==> config.mk <==
export PLATFORM = sky130hd
export DESIGN_NAME = dssq_top
export DESIGN_NICKNAME = d
export VERILOG_FILES = /design/src/design/dssq_sync.v /design/src/design/dssq_top.v
export VERILOG_INCLUDE_DIRS = /design/src /design/src/design
export SDC_FILE = /design/constraint.sdc
export NUM_CORES = 1
export LEC_CHECK = 0
export BUFFER_PORTS_ARGS = -buffer_cell sky130_fd_sc_hd__buf_2
export CAP_MARGIN = 10
export CORE_ASPECT_RATIO = 0.8
export CORE_MARGIN = 8
export CORE_UTILIZATION = 40
export DETAILED_ROUTE_END_ITERATION = 7
export HOLD_SLACK_MARGIN = 0.05
export PLACE_DENSITY = 0.68
export SETUP_SLACK_MARGIN = 0.15
export SYNTH_ARGS = -nofsm -noshare
export SYNTH_HDL_FRONTEND = slang
export SYNTH_SLANG_ARGS = --single-unit
==> constraint.sdc <==
create_clock -name CLOCK -period 3.7 [get_ports CLOCK]
set_input_delay 0.74 -clock CLOCK [delete_from_list [all_inputs] [get_ports CLOCK]]
set_output_delay 0.74 -clock CLOCK [all_outputs]
set_load 0.02 [all_outputs]
==> src/design/dssq_consts.vh <==
// Purpose: Shared constants of the drive stop and brake sequencer.
// Assumes: 100 MHz clock, APB register access with 32-bit words.
// Notes:   Offsets are byte addresses; field positions are bit numbers.
`ifndef DSSQ_CONSTS_VH
`define DSSQ_CONSTS_VH
`define DSSQ_ADDR_CTRL     12'h000
`define DSSQ_ADDR_VTHRESH  12'h004
`define DSSQ_ADDR_TIMEOUT  12'h008
`define DSSQ_ADDR_STATUS   12'h00c
`define DSSQ_ADDR_INTSTAT  12'h010
`define DSSQ_ADDR_INTMASK  12'h014
`define DSSQ_ADDR_VELOCITY 12'h018
`define DSSQ_ADDR_CMD      12'h01c
// Control register fields.
`define DSSQ_CTRL_UVMODE   0
`define DSSQ_CTRL_DISMODE  2:1
`define DSSQ_CTRL_BRKIMM   3
`define DSSQ_CTRL_RESET    32'h0000_0001
// Command register fields, write-one pulses.
`define DSSQ_CMD_ENABLE    0
`define DSSQ_CMD_DISABLE   1
`define DSSQ_CMD_CLRFLT    2
// Fault class codes of the fault inputs.
`define DSSQ_FCLASS_IMM    2'h1
`define DSSQ_FCLASS_DYN    2'h2
`define DSSQ_FCLASS_CTL    2'h3
// Interrupt event bit positions.
`define DSSQ_EV_UVFAULT    0
`define DSSQ_EV_UVWARN     1
`define DSSQ_EV_STOFAULT   2
`define DSSQ_EV_BRAKE      3
`define DSSQ_EV_FAULT      4
`define DSSQ_EV_WIDTH      5
// Reset values of the threshold and timeout.
`define DSSQ_VTHRESH_RESET 16'h0010
`define DSSQ_TIMEOUT_MS    100
`define DSSQ_CLK_MHZ       100
`define DSSQ_TIMEOUT_CYCLES (`DSSQ_TIMEOUT_MS * 1000 * `DSSQ_CLK_MHZ)
`endif

==> src/design/dssq_sync.v <==
// Purpose: Two-flip-flop synchroniser for a bundle of pin inputs.
// Assumes: Inputs are asynchronous levels.
// Notes:   The first stage is read only by the second stage.
`timescale 1ns/1ns
module dssq_sync #(
  parameter WIDTH = 4
) (
  // Clock and reset.
  input  wire             clk,
  input  wire             rst_n,
  // Asynchronous levels in, synchronised levels out.
  input  wire [WIDTH-1:0] async_in,
  output reg  [WIDTH-1:0] sync_out
);
  reg [WIDTH-1:0] stage1;

  // Two stages bound the chance of a metastable value reaching the logic.
  always @(posedge clk or negedge rst_n) begin
    if (!rst_n) begin
      stage1   <= {WIDTH{1'b0}};
      sync_out <= {WIDTH{1'b0}};
    end else begin
      stage1   <= async_in;
      sync_out <= stage1;
    end
  end
endmodule // dssq_sync

==> src/design/dssq_top.v <==
// Purpose: Switch-on and switch-off sequencer of a servo power stage.
// Assumes: Velocity magnitude comes from the control loop on CLOCK.
// Notes:   Pins pass two flip-flops; registers sit on APB.
// Overview of operation
// (RULE_01) With undervoltage mode 0 any undervoltage raises the fault.
// (RULE_02) With mode 1 undervoltage only warns while disabled, else faults.
// (RULE_03) Hardware enable rising with safe-torque-off unpowered faults.
// (RULE_04) Dropping hardware enable disables the stage at once.
// (RULE_05) Disable mode 0 disables at once, brake on threshold or timeout.
// (RULE_06) Disable mode 2 stops under control, then disables the drive.
// (RULE_07) The stop input decelerates, disables and applies the brake.
// (RULE_08) Any stop applies the brake at low velocity or timeout.
// (RULE_09) Immediate brake 1 applies the brake at once on hw disable/fault; the code does so only for faults that coast, not dynamic or controlled ones.
// (RULE_10) Immediate-disable faults cut the stage, brake by the usual rule.
// (RULE_11) Dynamic-braking faults brake dynamically, brake by usual rule.
// (RULE_12) Controlled-stop faults decelerate before disabling.
// (RULE_13) The operator sets disable mode 2 for distinct stop categories.
// (RULE_14) The controller gives stops priority over starts, category 0 first.
// (RULE_15) The controller gives emergency stop top priority; reset no restart.
// (RULE_16) Losing the drive-active status engages the holding brake.
// (RULE_17) Threshold and timeout are settable; timing starts at stop begin.
//
// Added by the designer: the address map and the APB slave port.
`timescale 1ns/1ns
`include "dssq_consts.vh"
module dssq_top #(
  parameter VEL_W           = 16,
  parameter TIMEOUT_CYCLES  = `DSSQ_TIMEOUT_CYCLES
) (
  // Clock and reset.
  input  wire             CLOCK,
  input  wire             RSTN,
  // APB slave.
  input  wire             PSEL,
  input  wire             PENABLE,
  input  wire             PWRITE,
  input  wire [11:0]      PADDR,
  input  wire [31:0]      PWDATA,
  output reg  [31:0]      PRDATA,
  output reg              PREADY,
  output reg              PSLVERR,
  // Pins from the machine and the power section.
  input  wire             HARDWARE_ENABLE_INPUT,
  input  wire             SAFE_TORQUE_OFF_INPUT,
  input  wire             STOP_INPUT,
  input  wire             UNDERVOLTAGE,
  // Fault request from drive monitors, same clock.
  input  wire             FAULT_REQ,
  input  wire [1:0]       FAULT_CLASS,
  // Velocity magnitude from the control loop, same clock.
  input  wire [VEL_W-1:0] VELOCITY,
  // Power stage outputs.
  output reg              POWER_STAGE_ON,
  output reg              DECEL_REQ,
  output reg              DYN_BRAKE,
  output reg              BRAKE_APPLY,
  output reg              DRIVE_ACTIVE,
  output reg              UNDERVOLTAGE_FAULT,
  output reg              UNDERVOLTAGE_WARNING,
  output reg              SAFE_TORQUE_FAULT,
  output reg              IRQ
);
  localparam [4:0] ST_OFF   = 5'h01;
  localparam [4:0] ST_RUN   = 5'h02;
  localparam [4:0] ST_DECEL = 5'h04;
  localparam [4:0] ST_COAST = 5'h08;
  localparam [4:0] ST_DYN   = 5'h10;
  localparam       EVW      = `DSSQ_EV_WIDTH;

  // True in the three states in which the motor runs down.
  function is_stop;
    input [4:0] st;
    begin
      is_stop = (st == ST_DECEL) || (st == ST_COAST) || (st == ST_DYN);
    end
  endfunction

  // Sequencer state, settings and interrupt bookkeeping.
  reg  [4:0]       state;
  reg  [4:0]       next_state;
  reg  [31:0]      ctrl;
  reg  [VEL_W-1:0] vthresh;
  reg  [31:0]      timeout;
  reg  [31:0]      tcount;
  reg  [EVW-1:0]   int_stat;
  reg  [EVW-1:0]   int_mask;
  reg              hw_en_d;
  reg              fault_latched;
  reg              coast_cut;
  wire [3:0]       pins;
  wire             hw_en;
  wire             sto_ok;
  wire             stop_in;
  wire             uv;

  // Pins are asynchronous, so each goes through two flip-flops.
  dssq_sync #(
    .WIDTH    (4)
  ) u_sync (
    .clk      (CLOCK),
    .rst_n    (RSTN),
    .async_in ({UNDERVOLTAGE, STOP_INPUT, SAFE_TORQUE_OFF_INPUT,
                HARDWARE_ENABLE_INPUT}),
    .sync_out (pins)
  );
  assign hw_en   = pins[0];
  assign sto_ok  = pins[1];
  assign stop_in = pins[2];
  assign uv      = pins[3];

  // Decoded APB phases.
  wire wr_acc = PSEL && PENABLE && PWRITE;
  wire setup  = PSEL && !PENABLE;
  wire cmd_wr = wr_acc && (PADDR == `DSSQ_ADDR_CMD);
  wire sw_en  = cmd_wr && PWDATA[`DSSQ_CMD_ENABLE];
  wire sw_dis = cmd_wr && PWDATA[`DSSQ_CMD_DISABLE];
  wire clr_f  = cmd_wr && PWDATA[`DSSQ_CMD_CLRFLT];

  // Control fields and the enable qualification.
  wire       uv_mode  = ctrl[`DSSQ_CTRL_UVMODE];
  wire [1:0] dis_mode = ctrl[`DSSQ_CTRL_DISMODE];
  wire       brk_imm  = ctrl[`DSSQ_CTRL_BRKIMM];
  wire       running  = (state == ST_RUN);
  wire       enabling = sw_en && hw_en && sto_ok;

  // Undervoltage classification by mode.
  wire uv_fault_ev = uv && (!uv_mode || running || sw_en); // RULE_01 RULE_02
  wire uv_warn_ev  = uv && uv_mode && !running && !sw_en;  // RULE_02
  wire sto_ev      = hw_en && !hw_en_d && !sto_ok;         // RULE_03
  wire flt_any     = FAULT_REQ || uv_fault_ev || sto_ev;
  // An undervoltage or torque-off fault is treated as immediate disable unless FAULT_REQ comes in the same cycle.
  wire [1:0] fcls  = FAULT_REQ ? FAULT_CLASS : `DSSQ_FCLASS_IMM;
  wire vel_low     = (VELOCITY < vthresh);
  wire t_out       = (tcount >= timeout);
  wire stopping    = is_stop(state);

  // Sequencer; hardware disable wins over every other stop request.
  always @* begin
    next_state = state;
    case (state)
      ST_OFF: begin
        if (enabling && !flt_any && !fault_latched)
          next_state = ST_RUN;
      end
      ST_RUN: begin
        // Loss of enable outranks faults, and faults the stop input.
        if (!hw_en || !sto_ok)
          next_state = ST_COAST;                           // RULE_04
        else if (flt_any) begin
          case (fcls)
            `DSSQ_FCLASS_DYN: next_state = ST_DYN;         // RULE_11
            `DSSQ_FCLASS_CTL: next_state = ST_DECEL;       // RULE_12
            default:          next_state = ST_COAST;       // RULE_10
          endcase
        end else if (stop_in)
          next_state = ST_DECEL;                           // RULE_07
        else if (sw_dis)
          next_state = (dis_mode == 2'h2) ? ST_DECEL :     // RULE_06
                       ST_COAST;                           // RULE_05
      end
      ST_DECEL: begin
        // A harder stop request cuts a controlled stop short.
        if (!hw_en || !sto_ok || (flt_any && fcls != `DSSQ_FCLASS_CTL))
          next_state = ST_COAST;
        else if (vel_low || t_out)
          next_state = ST_OFF;                             // RULE_08
      end
      ST_COAST, ST_DYN: begin
        if (vel_low || t_out)
          next_state = ST_OFF;                             // RULE_08
      end
      default: next_state = ST_OFF;
    endcase
  end

  // State, stop timer and hardware enable history.
  always @(posedge CLOCK or negedge RSTN) begin
    if (!RSTN) begin
      state   <= ST_OFF;
      tcount  <= 32'h0000_0000;
      hw_en_d <= 1'b0;
    end else begin
      state   <= next_state;
      hw_en_d <= hw_en;
      // The timer restarts on every entry into a stop state.
      if (!stopping || next_state != state)
        tcount <= 32'h0000_0000;                           // RULE_17
      else if (!t_out)
        tcount <= tcount + 32'h0000_0001;
    end
  end

  // Outputs decoded from the next state so they are registered.
  wire n_stop  = is_stop(next_state);
  // A cut from the enable pin, the torque-off input or a fault; a software
  // disable in mode 0 also coasts but must still wait for the brake rule.
  wire hw_cut  = (next_state == ST_COAST) && (!hw_en || !sto_ok || flt_any);
  wire n_brake = (next_state == ST_OFF) ||                 // RULE_16
                 ((hw_cut || coast_cut) && brk_imm) ||     // RULE_09
                 (n_stop && (vel_low || t_out));           // RULE_08

  // Remember a cut while coasting, so the brake stays closed throughout.
  always @(posedge CLOCK or negedge RSTN) begin
    if (!RSTN)
      coast_cut <= 1'b0;
    else
      coast_cut <= hw_cut || (coast_cut && (next_state == ST_COAST));
  end

  // Registered stage outputs.
  always @(posedge CLOCK or negedge RSTN) begin
    if (!RSTN) begin
      POWER_STAGE_ON <= 1'b0;
      DECEL_REQ      <= 1'b0;
      DYN_BRAKE      <= 1'b0;
      BRAKE_APPLY    <= 1'b1;
      DRIVE_ACTIVE   <= 1'b0;
    end else begin
      POWER_STAGE_ON <= (next_state == ST_RUN) || (next_state == ST_DECEL);
      DECEL_REQ      <= (next_state == ST_DECEL);
      DYN_BRAKE      <= (next_state == ST_DYN);
      BRAKE_APPLY    <= n_brake;
      DRIVE_ACTIVE   <= (next_state == ST_RUN);
    end
  end

  // Fault flags hold until cleared, a new event winning; the warning follows its event.
  always @(posedge CLOCK or negedge RSTN) begin
    if (!RSTN) begin
      UNDERVOLTAGE_FAULT   <= 1'b0;
      UNDERVOLTAGE_WARNING <= 1'b0;
      SAFE_TORQUE_FAULT    <= 1'b0;
      fault_latched        <= 1'b0;
    end else begin
      UNDERVOLTAGE_FAULT   <= uv_fault_ev || (UNDERVOLTAGE_FAULT && !clr_f);
      UNDERVOLTAGE_WARNING <= uv_warn_ev;
      SAFE_TORQUE_FAULT    <= sto_ev || (SAFE_TORQUE_FAULT && !clr_f);
      fault_latched        <= flt_any || (fault_latched && !clr_f);
    end
  end

  // Interrupt status, write one to clear, set wins over clear.
  wire [EVW-1:0] ev = {flt_any, n_brake && !BRAKE_APPLY, sto_ev,
                       uv_warn_ev, uv_fault_ev};
  wire [EVW-1:0] w1c = (wr_acc && PADDR == `DSSQ_ADDR_INTSTAT) ?
                       PWDATA[EVW-1:0] : {EVW{1'b0}};
  always @(posedge CLOCK or negedge RSTN) begin
    if (!RSTN) begin
      int_stat <= {EVW{1'b0}};
      IRQ      <= 1'b0;
    end else begin
      int_stat <= ev | (int_stat & ~w1c);
      IRQ      <= |((ev | (int_stat & ~w1c)) & int_mask);
    end
  end

  // Register writes take effect in the access phase.
  always @(posedge CLOCK or negedge RSTN) begin
    if (!RSTN) begin
      ctrl     <= `DSSQ_CTRL_RESET;
      vthresh  <= `DSSQ_VTHRESH_RESET;
      timeout  <= TIMEOUT_CYCLES;
      int_mask <= {EVW{1'b0}};
    end else if (wr_acc) begin
      case (PADDR)
        `DSSQ_ADDR_CTRL:    ctrl     <= {28'h0000000, PWDATA[3:0]};
        `DSSQ_ADDR_VTHRESH: vthresh  <= PWDATA[VEL_W-1:0]; // RULE_17
        `DSSQ_ADDR_TIMEOUT: timeout  <= PWDATA;
        `DSSQ_ADDR_INTMASK: int_mask <= PWDATA[EVW-1:0];
        default:            ctrl     <= ctrl;
      endcase
    end
  end

  // Read mux; read data is ready at once, unmapped gives an error.
  reg [31:0] rd;
  reg        bad;
  always @* begin
    rd  = 32'h0000_0000;
    bad = 1'b0;
    case (PADDR)
      `DSSQ_ADDR_CTRL:     rd = ctrl;
      `DSSQ_ADDR_VTHRESH:  rd = {{(32-VEL_W){1'b0}}, vthresh};
      `DSSQ_ADDR_TIMEOUT:  rd = timeout;
      `DSSQ_ADDR_STATUS:   rd = {23'h000000, fault_latched, state,
                                 BRAKE_APPLY, POWER_STAGE_ON, DRIVE_ACTIVE};
      `DSSQ_ADDR_INTSTAT:  rd = {{(32-EVW){1'b0}}, int_stat};
      `DSSQ_ADDR_INTMASK:  rd = {{(32-EVW){1'b0}}, int_mask};
      `DSSQ_ADDR_VELOCITY: rd = {{(32-VEL_W){1'b0}}, VELOCITY};
      `DSSQ_ADDR_CMD:      rd = 32'h0000_0000;
      default:             bad = 1'b1;
    endcase
  end

  // PREADY rises in the first access cycle, giving zero wait states.
  always @(posedge CLOCK or negedge RSTN) begin
    if (!RSTN) begin
      PRDATA  <= 32'h0000_0000;
      PREADY  <= 1'b0;
      PSLVERR <= 1'b0;
    end else begin
      PREADY  <= setup;
      PSLVERR <= setup && bad;
      if (setup && !PWRITE)
        PRDATA <= rd;
    end
  end
endmodule // dssq_top
# Word level (Yosys, flattened, before mapping)
# Index checks and enable logic that the tools add are counted.
totals:
  inputBits: 72
  register_bits: 153
  word_cells: 141
classes:
  reduce_logical: 71
  addsub: 1
  eq_ne: 23
  n_bitwise: 4
  n_mux: 16
  magnitude_cmp: 2
op_table:
  columns: ["cell", "n"]
  rows:
  - ["one-hot mux 32 bit (7 select lines)", 1]
  - ["2-to-1 mux 32 bit", 2]
  - ["equality test 12 x 5 -> 1 bit, second input constant", 4]
  - ["2-to-1 mux 5 bit", 8]
  - ["adder 32 x 1 -> 32 bit, second input constant", 1]
  - ["greater-or-equal comparator 32 bit", 1]
  - ["logical AND 1 bit", 29]
  - ["equality test 12 x 4 -> 1 bit, second input constant", 2]
  - ["logical OR 1 bit", 21]
  - ["one-hot mux 5 bit (4 select lines)", 1]
  - ["less-than comparator 16 bit", 1]
  - ["zero test 1 bit", 13]
  - ["equality test 12 x 3 -> 1 bit, second input constant", 1]
  - ["zero test 12 bit", 1]
  - ["AND 5 bit", 2]
  - ["equality test 5 x 1 -> 1 bit, second input constant", 2]
  - ["equality test 5 x 2 -> 1 bit, second input constant", 2]
  - ["equality test 5 x 3 -> 1 bit, second input constant", 2]
  - ["equality test 5 x 4 -> 1 bit, second input constant", 2]
  - ["equality test 5 bit, second input constant", 2]
  - ["one-hot mux 5 bit (2 select lines)", 1]
  - ["AND reduction 2 bit", 4]
  - ["OR reduction 8 bit", 1]
  - ["equality test 2 bit, second input constant", 3]
  - ["other kinds (10)", 10]

# Logic depth before layout (Yosys ltp)
logic_depth:
  ltp_word: 23
  mapped_depth: 11
  mapped_depth_nobuf: 9

# Modules after synthesis
# From an unflattened synthesis, not the netlist that was laid out.
unflattened:
  cells_unflattened: 813
  hier_area_um2: 7971.4
by_module_without_submodules:
  columns: ["module", "instances", "area_per_inst_um2", "cells_per_inst", "seq_area_each_um2"]
  rows:
  - ["dssq_top", 1, 7771.2, 805, 3643.5]
  - ["dssq_sync", 1, 200.2, 8, 200.2]

# Worst setup path after synthesis
# No wires, ideal clock.
synth_timing:
  kind: "register to register"
  from: "register timeout[9]"
  to: "register tcount[0]"
  arrival_ns: 2.583
  setup_time_ns: 0.072
  synth_period_minus_slack_ns: 2.656
  stages_incl_launch_ff: 11
  required_ns: 3.628
  path_slack_ns: 1.044
  path_cell_list: "dfstp_2 > inv_1 > ha_1 > a21oi_1 > o21ai_0 > a221oi_1 > o21ai_1 > a211oi_2 > nand3_1 > clkbuf_1 > nor2_1"
synth_via:
  elab_chain_cells: 8
  elab_cells_between_ends: 9
  classes_between: "order compare: 1; eq/ne: 2; mux: 4; reduce/logical: 2"
synth_lines:
  columns: ["item", "line_no", "text"]
  rows:
  - ["start, declared", "dssq_top.v:83", "reg [31:0] timeout;"]
  - ["start signal, assigned", "dssq_top.v:262", "timeout <= TIMEOUT_CYCLES;"]
  - ["start signal, assigned", "dssq_top.v:268", "`DSSQ_ADDR_TIMEOUT: timeout <= PWDATA;"]
  - ["greater-or-equal comparator 32 bit *", "dssq_top.v:134", "wire t_out = (tcount >= timeout);"]
  - ["logical OR 1 bit", "dssq_top.v:165, dssq_top.v:169", null]
  - ["2-to-1 mux 5 bit", "dssq_top.v:165, dssq_top.v:169", null]
  - ["2-to-1 mux 5 bit", "dssq_top.v:163", "if (!hw_en || !sto_ok || (flt_any && fcls != `DSSQ_FCLASS_CTL))"]
  - ["one-hot mux 5 bit (4 select lines)", "dssq_top.v:140", "case (state)"]
  - ["!= test 5 bit", "dssq_top.v:186", "if (!stopping || next_state != state)"]
  - ["logical OR 1 bit", "dssq_top.v:186", null]
  - ["!= test 2 x 1 -> 1 bit (no source line) / 2-to-1 mux 32 bit (equally long branches)", null, null]
  - ["end signal, assigned", "dssq_top.v:189", "tcount <= tcount + 32'h0000_0001;"]
  - ["end, declared", "dssq_top.v:84", "reg [31:0] tcount;"]
# Every way passes the cells marked *; elsewhere a longest branch is shown, timed or not.
# A chain may end at the register's enable or synchronous reset.

# Final worst setup path
layout_timing:
  from: "register timeout[9]"
  to: "register tcount[27]"
# Same word-level chain as after synthesis.

==> out/results.ini <==
[power_and_ir_drop]
p_comb_share_pct=4.6
intPower_uw=2900
p_sw_uw=816
power_density_mw_per_mm2=381
switching_share_pct=21.9
ir_drop_uv=321
seqPwrFrac_pct=45.3
leakage_uw=0.00446
power.share.clock_pct=50.1
p_total_uw=3720

[floorplan]
ios=115
fp.coreArea_mm2=0.0205
die_area_mm2=0.0255
die_h_um=144
die_w_um=176
start_util_pct=40.2
row_count=47

[cts]
ctsHtreeMaxLevel=4
path_clk_slew_ps=70
cts-root-buf=clkbuf_16
cts_hold_buf=0
cts_sinks=153
tritoncts=yes
clk_latency_ps=430
cts_buffers=17
clock_path_buffers=2
post_cts_buffers=0
ctsResizeCount=0

[synthesis]
synthArstFlopShare_pct=100
synthesis.area_mm2=0.00823
synth-main-ff-cell=dfrtp_1
yosysTopAreaCell=dfrtp_1
synth.most_common_cell=dfrtp_1
synth_edf_count=0
synth_top_cell_area_share_pct=42.9
synth-seq-area-share_pct=46.7
ys_top_cells_by_count=dfrtp_1 (141), nand2_1 (100), mux2_2 (57), inv_1 (55), ha_1 (48)
ys_warn_count=0
syn_nets=942
netlist_top_cells_area=dfrtp_1 (43%), mux2_2 (7.8%), ha_1 (7.3%)
ys_ff_latch=153
ys_types=65
syn_area_per_cell_um2=10.0
synth_cells=822

[drt]
vias=6799
drt_iter0_drc=765
postRouteAntennaNets=0
via_per_inst=5.59
wirelength_um=22100
wl_per_cell_um=18.2
drc_errors=0
dr.pass1.iters=6

[worst_setup_path]
r2r-end=tcount[27]$_DFFE_PN0P_
endpoint_kind=register
worstSetupPathType=register to register
worst-r2r-setup-slack_ps=600
worstPathMaxFanout=20
startpoint=timeout[9]$_DFFE_PN1P_
timing.critical_path.required_ps=4050
start_kind=register
crit_end=tcount[27]$_DFFE_PN0P_
r2r-start=timeout[9]$_DFFE_PN1P_
worstRegToRegCells=10
cp_data_arrival_time_ps=3460

[timing]
finalSetupViolations=0
hold_ws_ps=269
rsz0062_at_grt=false
fin_tns_setup_ps=0
post-route-min-period_ps=3100
slew_viol_final=0
period_share_pct=83.9
hold_violations=0
relSlewSlack_pct=19.8
tightest_slew_ps=1200
finClkSkew_ps=11.2
fmax_ghz=0.322

[grt]
track_usage_pct=17.8
grt_pass1_vias=6761
grt_max_degree=66
grt-ovfl-total=0
grt_pass1_wl_um=36400
antenna_found_initial=1

[place]
io_buffer_count=114
place.gp.congestion=0.882
hpwl_um=16500
dpl.cell_count=1183

[layout]
final_cells=1216
drive_gt1_share_pct=25.7
syn2layout_area_growth_pct=18.5
num-fill-cells=1913
fin_nets=1053

[run_status]
status=complete, no violations

[min_path]
worstHoldPathType=input port to async pin

[job]
drv_cap=0

-- per-stage QoR --
stage	area, um^2	worst slack [ps]	util [%]
6_report	9760	595	47.7
5_1_grt	9760	316	47.7
4_1_cts	9760	644	47.7
3_5_place_dp	9130	519	44.6
3_3_place_gp	9130	447	44.6
2_1_floorplan	8230	1040	-
-- sequential cells by signal, indices dropped and copies added (netlist names), 4 cells and up --
signal	count
u_sync.sync_out	4
int_stat	5
tcount	32
timeout	32
state	5
int_mask	5
PRDATA	32
u_sync.stage1	4
ctrl	4
vthresh	16
-- worst max-delay path: stages (launching register included) --
cell and delay (ps):
dfstp_2 550, inv_1 40, ha_1 290, a21oi_1 140, o21ai_0 90, a221oi_1 450, o21a_1 250, o21ai_2 250
buf_4 290, or4_1 520, a21oi_1 150
-- kinds of logic after synthesis --
kind of cell | after synthesis | share of synthesized area [%]
flops | 153 | 46.7
xor+xnor | 13 | 1.38
compound gates | 179 | 15.0
mux | 68 | 9.13
simple gates | 270 | 16.1
fa+ha+maj | 48 | 7.29
buf+inv | 91 | 4.39
-- layout by cell type (no fill, tap or decap), drive strengths merged, types with 3 or more instances in the layout --
master,n
inv,55
nor2b,3
and4,5
nor4,6
xnor2,9
or2,4
xor2,4
o21a,4
a31oi,3
o41ai,3
nand2b,3
a222oi,15
dfrtp,141
a211oi,9
nor2,40
nand3b,4
buf,128
ha,48
bufinv,4
clkbuf,21
clkinv,5
and2,3
mux2i,11
o22ai,4
dfstp,12
and3,9
or4,9
a21o,12
a221oi,3
nand4,14
nor3,9
a21oi,42
or3,10
a31o,3
a2111oi,4
nand3,46
nand2,100
o21ai,47
o31ai,12
mux2,57
-- power by group through the flow --
stage	Sequential [uW]	Clock, uW	Combinational, uW
after CTS	1690	1890	173
final	1690	1860	171
after detailed placement	1720	0	172
after floorplan	1720	0	57.6
after global placement	1720	0	171
after global routing	1690	1960	193
-- worst min path at each step --
stage                          startpoint                            to
2_1_floorplan  u_sync.stage1[0]$_DFF_PN0_  u_sync.sync_out[0]$_DFF_PN0_
3_3_place_gp   u_sync.stage1[0]$_DFF_PN0_  u_sync.sync_out[0]$_DFF_PN0_
3_5_place_dp   u_sync.stage1[2]$_DFF_PN0_  u_sync.sync_out[2]$_DFF_PN0_
4_1_cts                              RSTN    u_sync.stage1[1]$_DFF_PN0_
5_1_grt                              RSTN    u_sync.stage1[1]$_DFF_PN0_
6_report                             RSTN    u_sync.stage1[1]$_DFF_PN0_
-- final cells by class --
cell class | count | area, um^2 | area share [%]
antenna | 1 | 2.50 | 0.0256
clock buffer | 21 | 460 | 4.72
clock inverter | 11 | 171 | 1.76
inverter | 55 | 206 | 2.12
multi-input combinational | 578 | 4030 | 41.3
sequential | 153 | 3840 | 39.4
tap | 269 | 337 | 3.45
timing repair buffer | 128 | 707 | 7.24
-- per-layer routing --
layer  global-route usage, %  vias to the layer above  wire length [um]
li1                        -                     3224                 -
met1                    25.7                     3306             10500
met2                    25.9                      245              9610
met3                    4.75                       24              1740
met4                    4.86                        0               295
met5                       0                        -                 0
(Power assumes the default switching activity.)
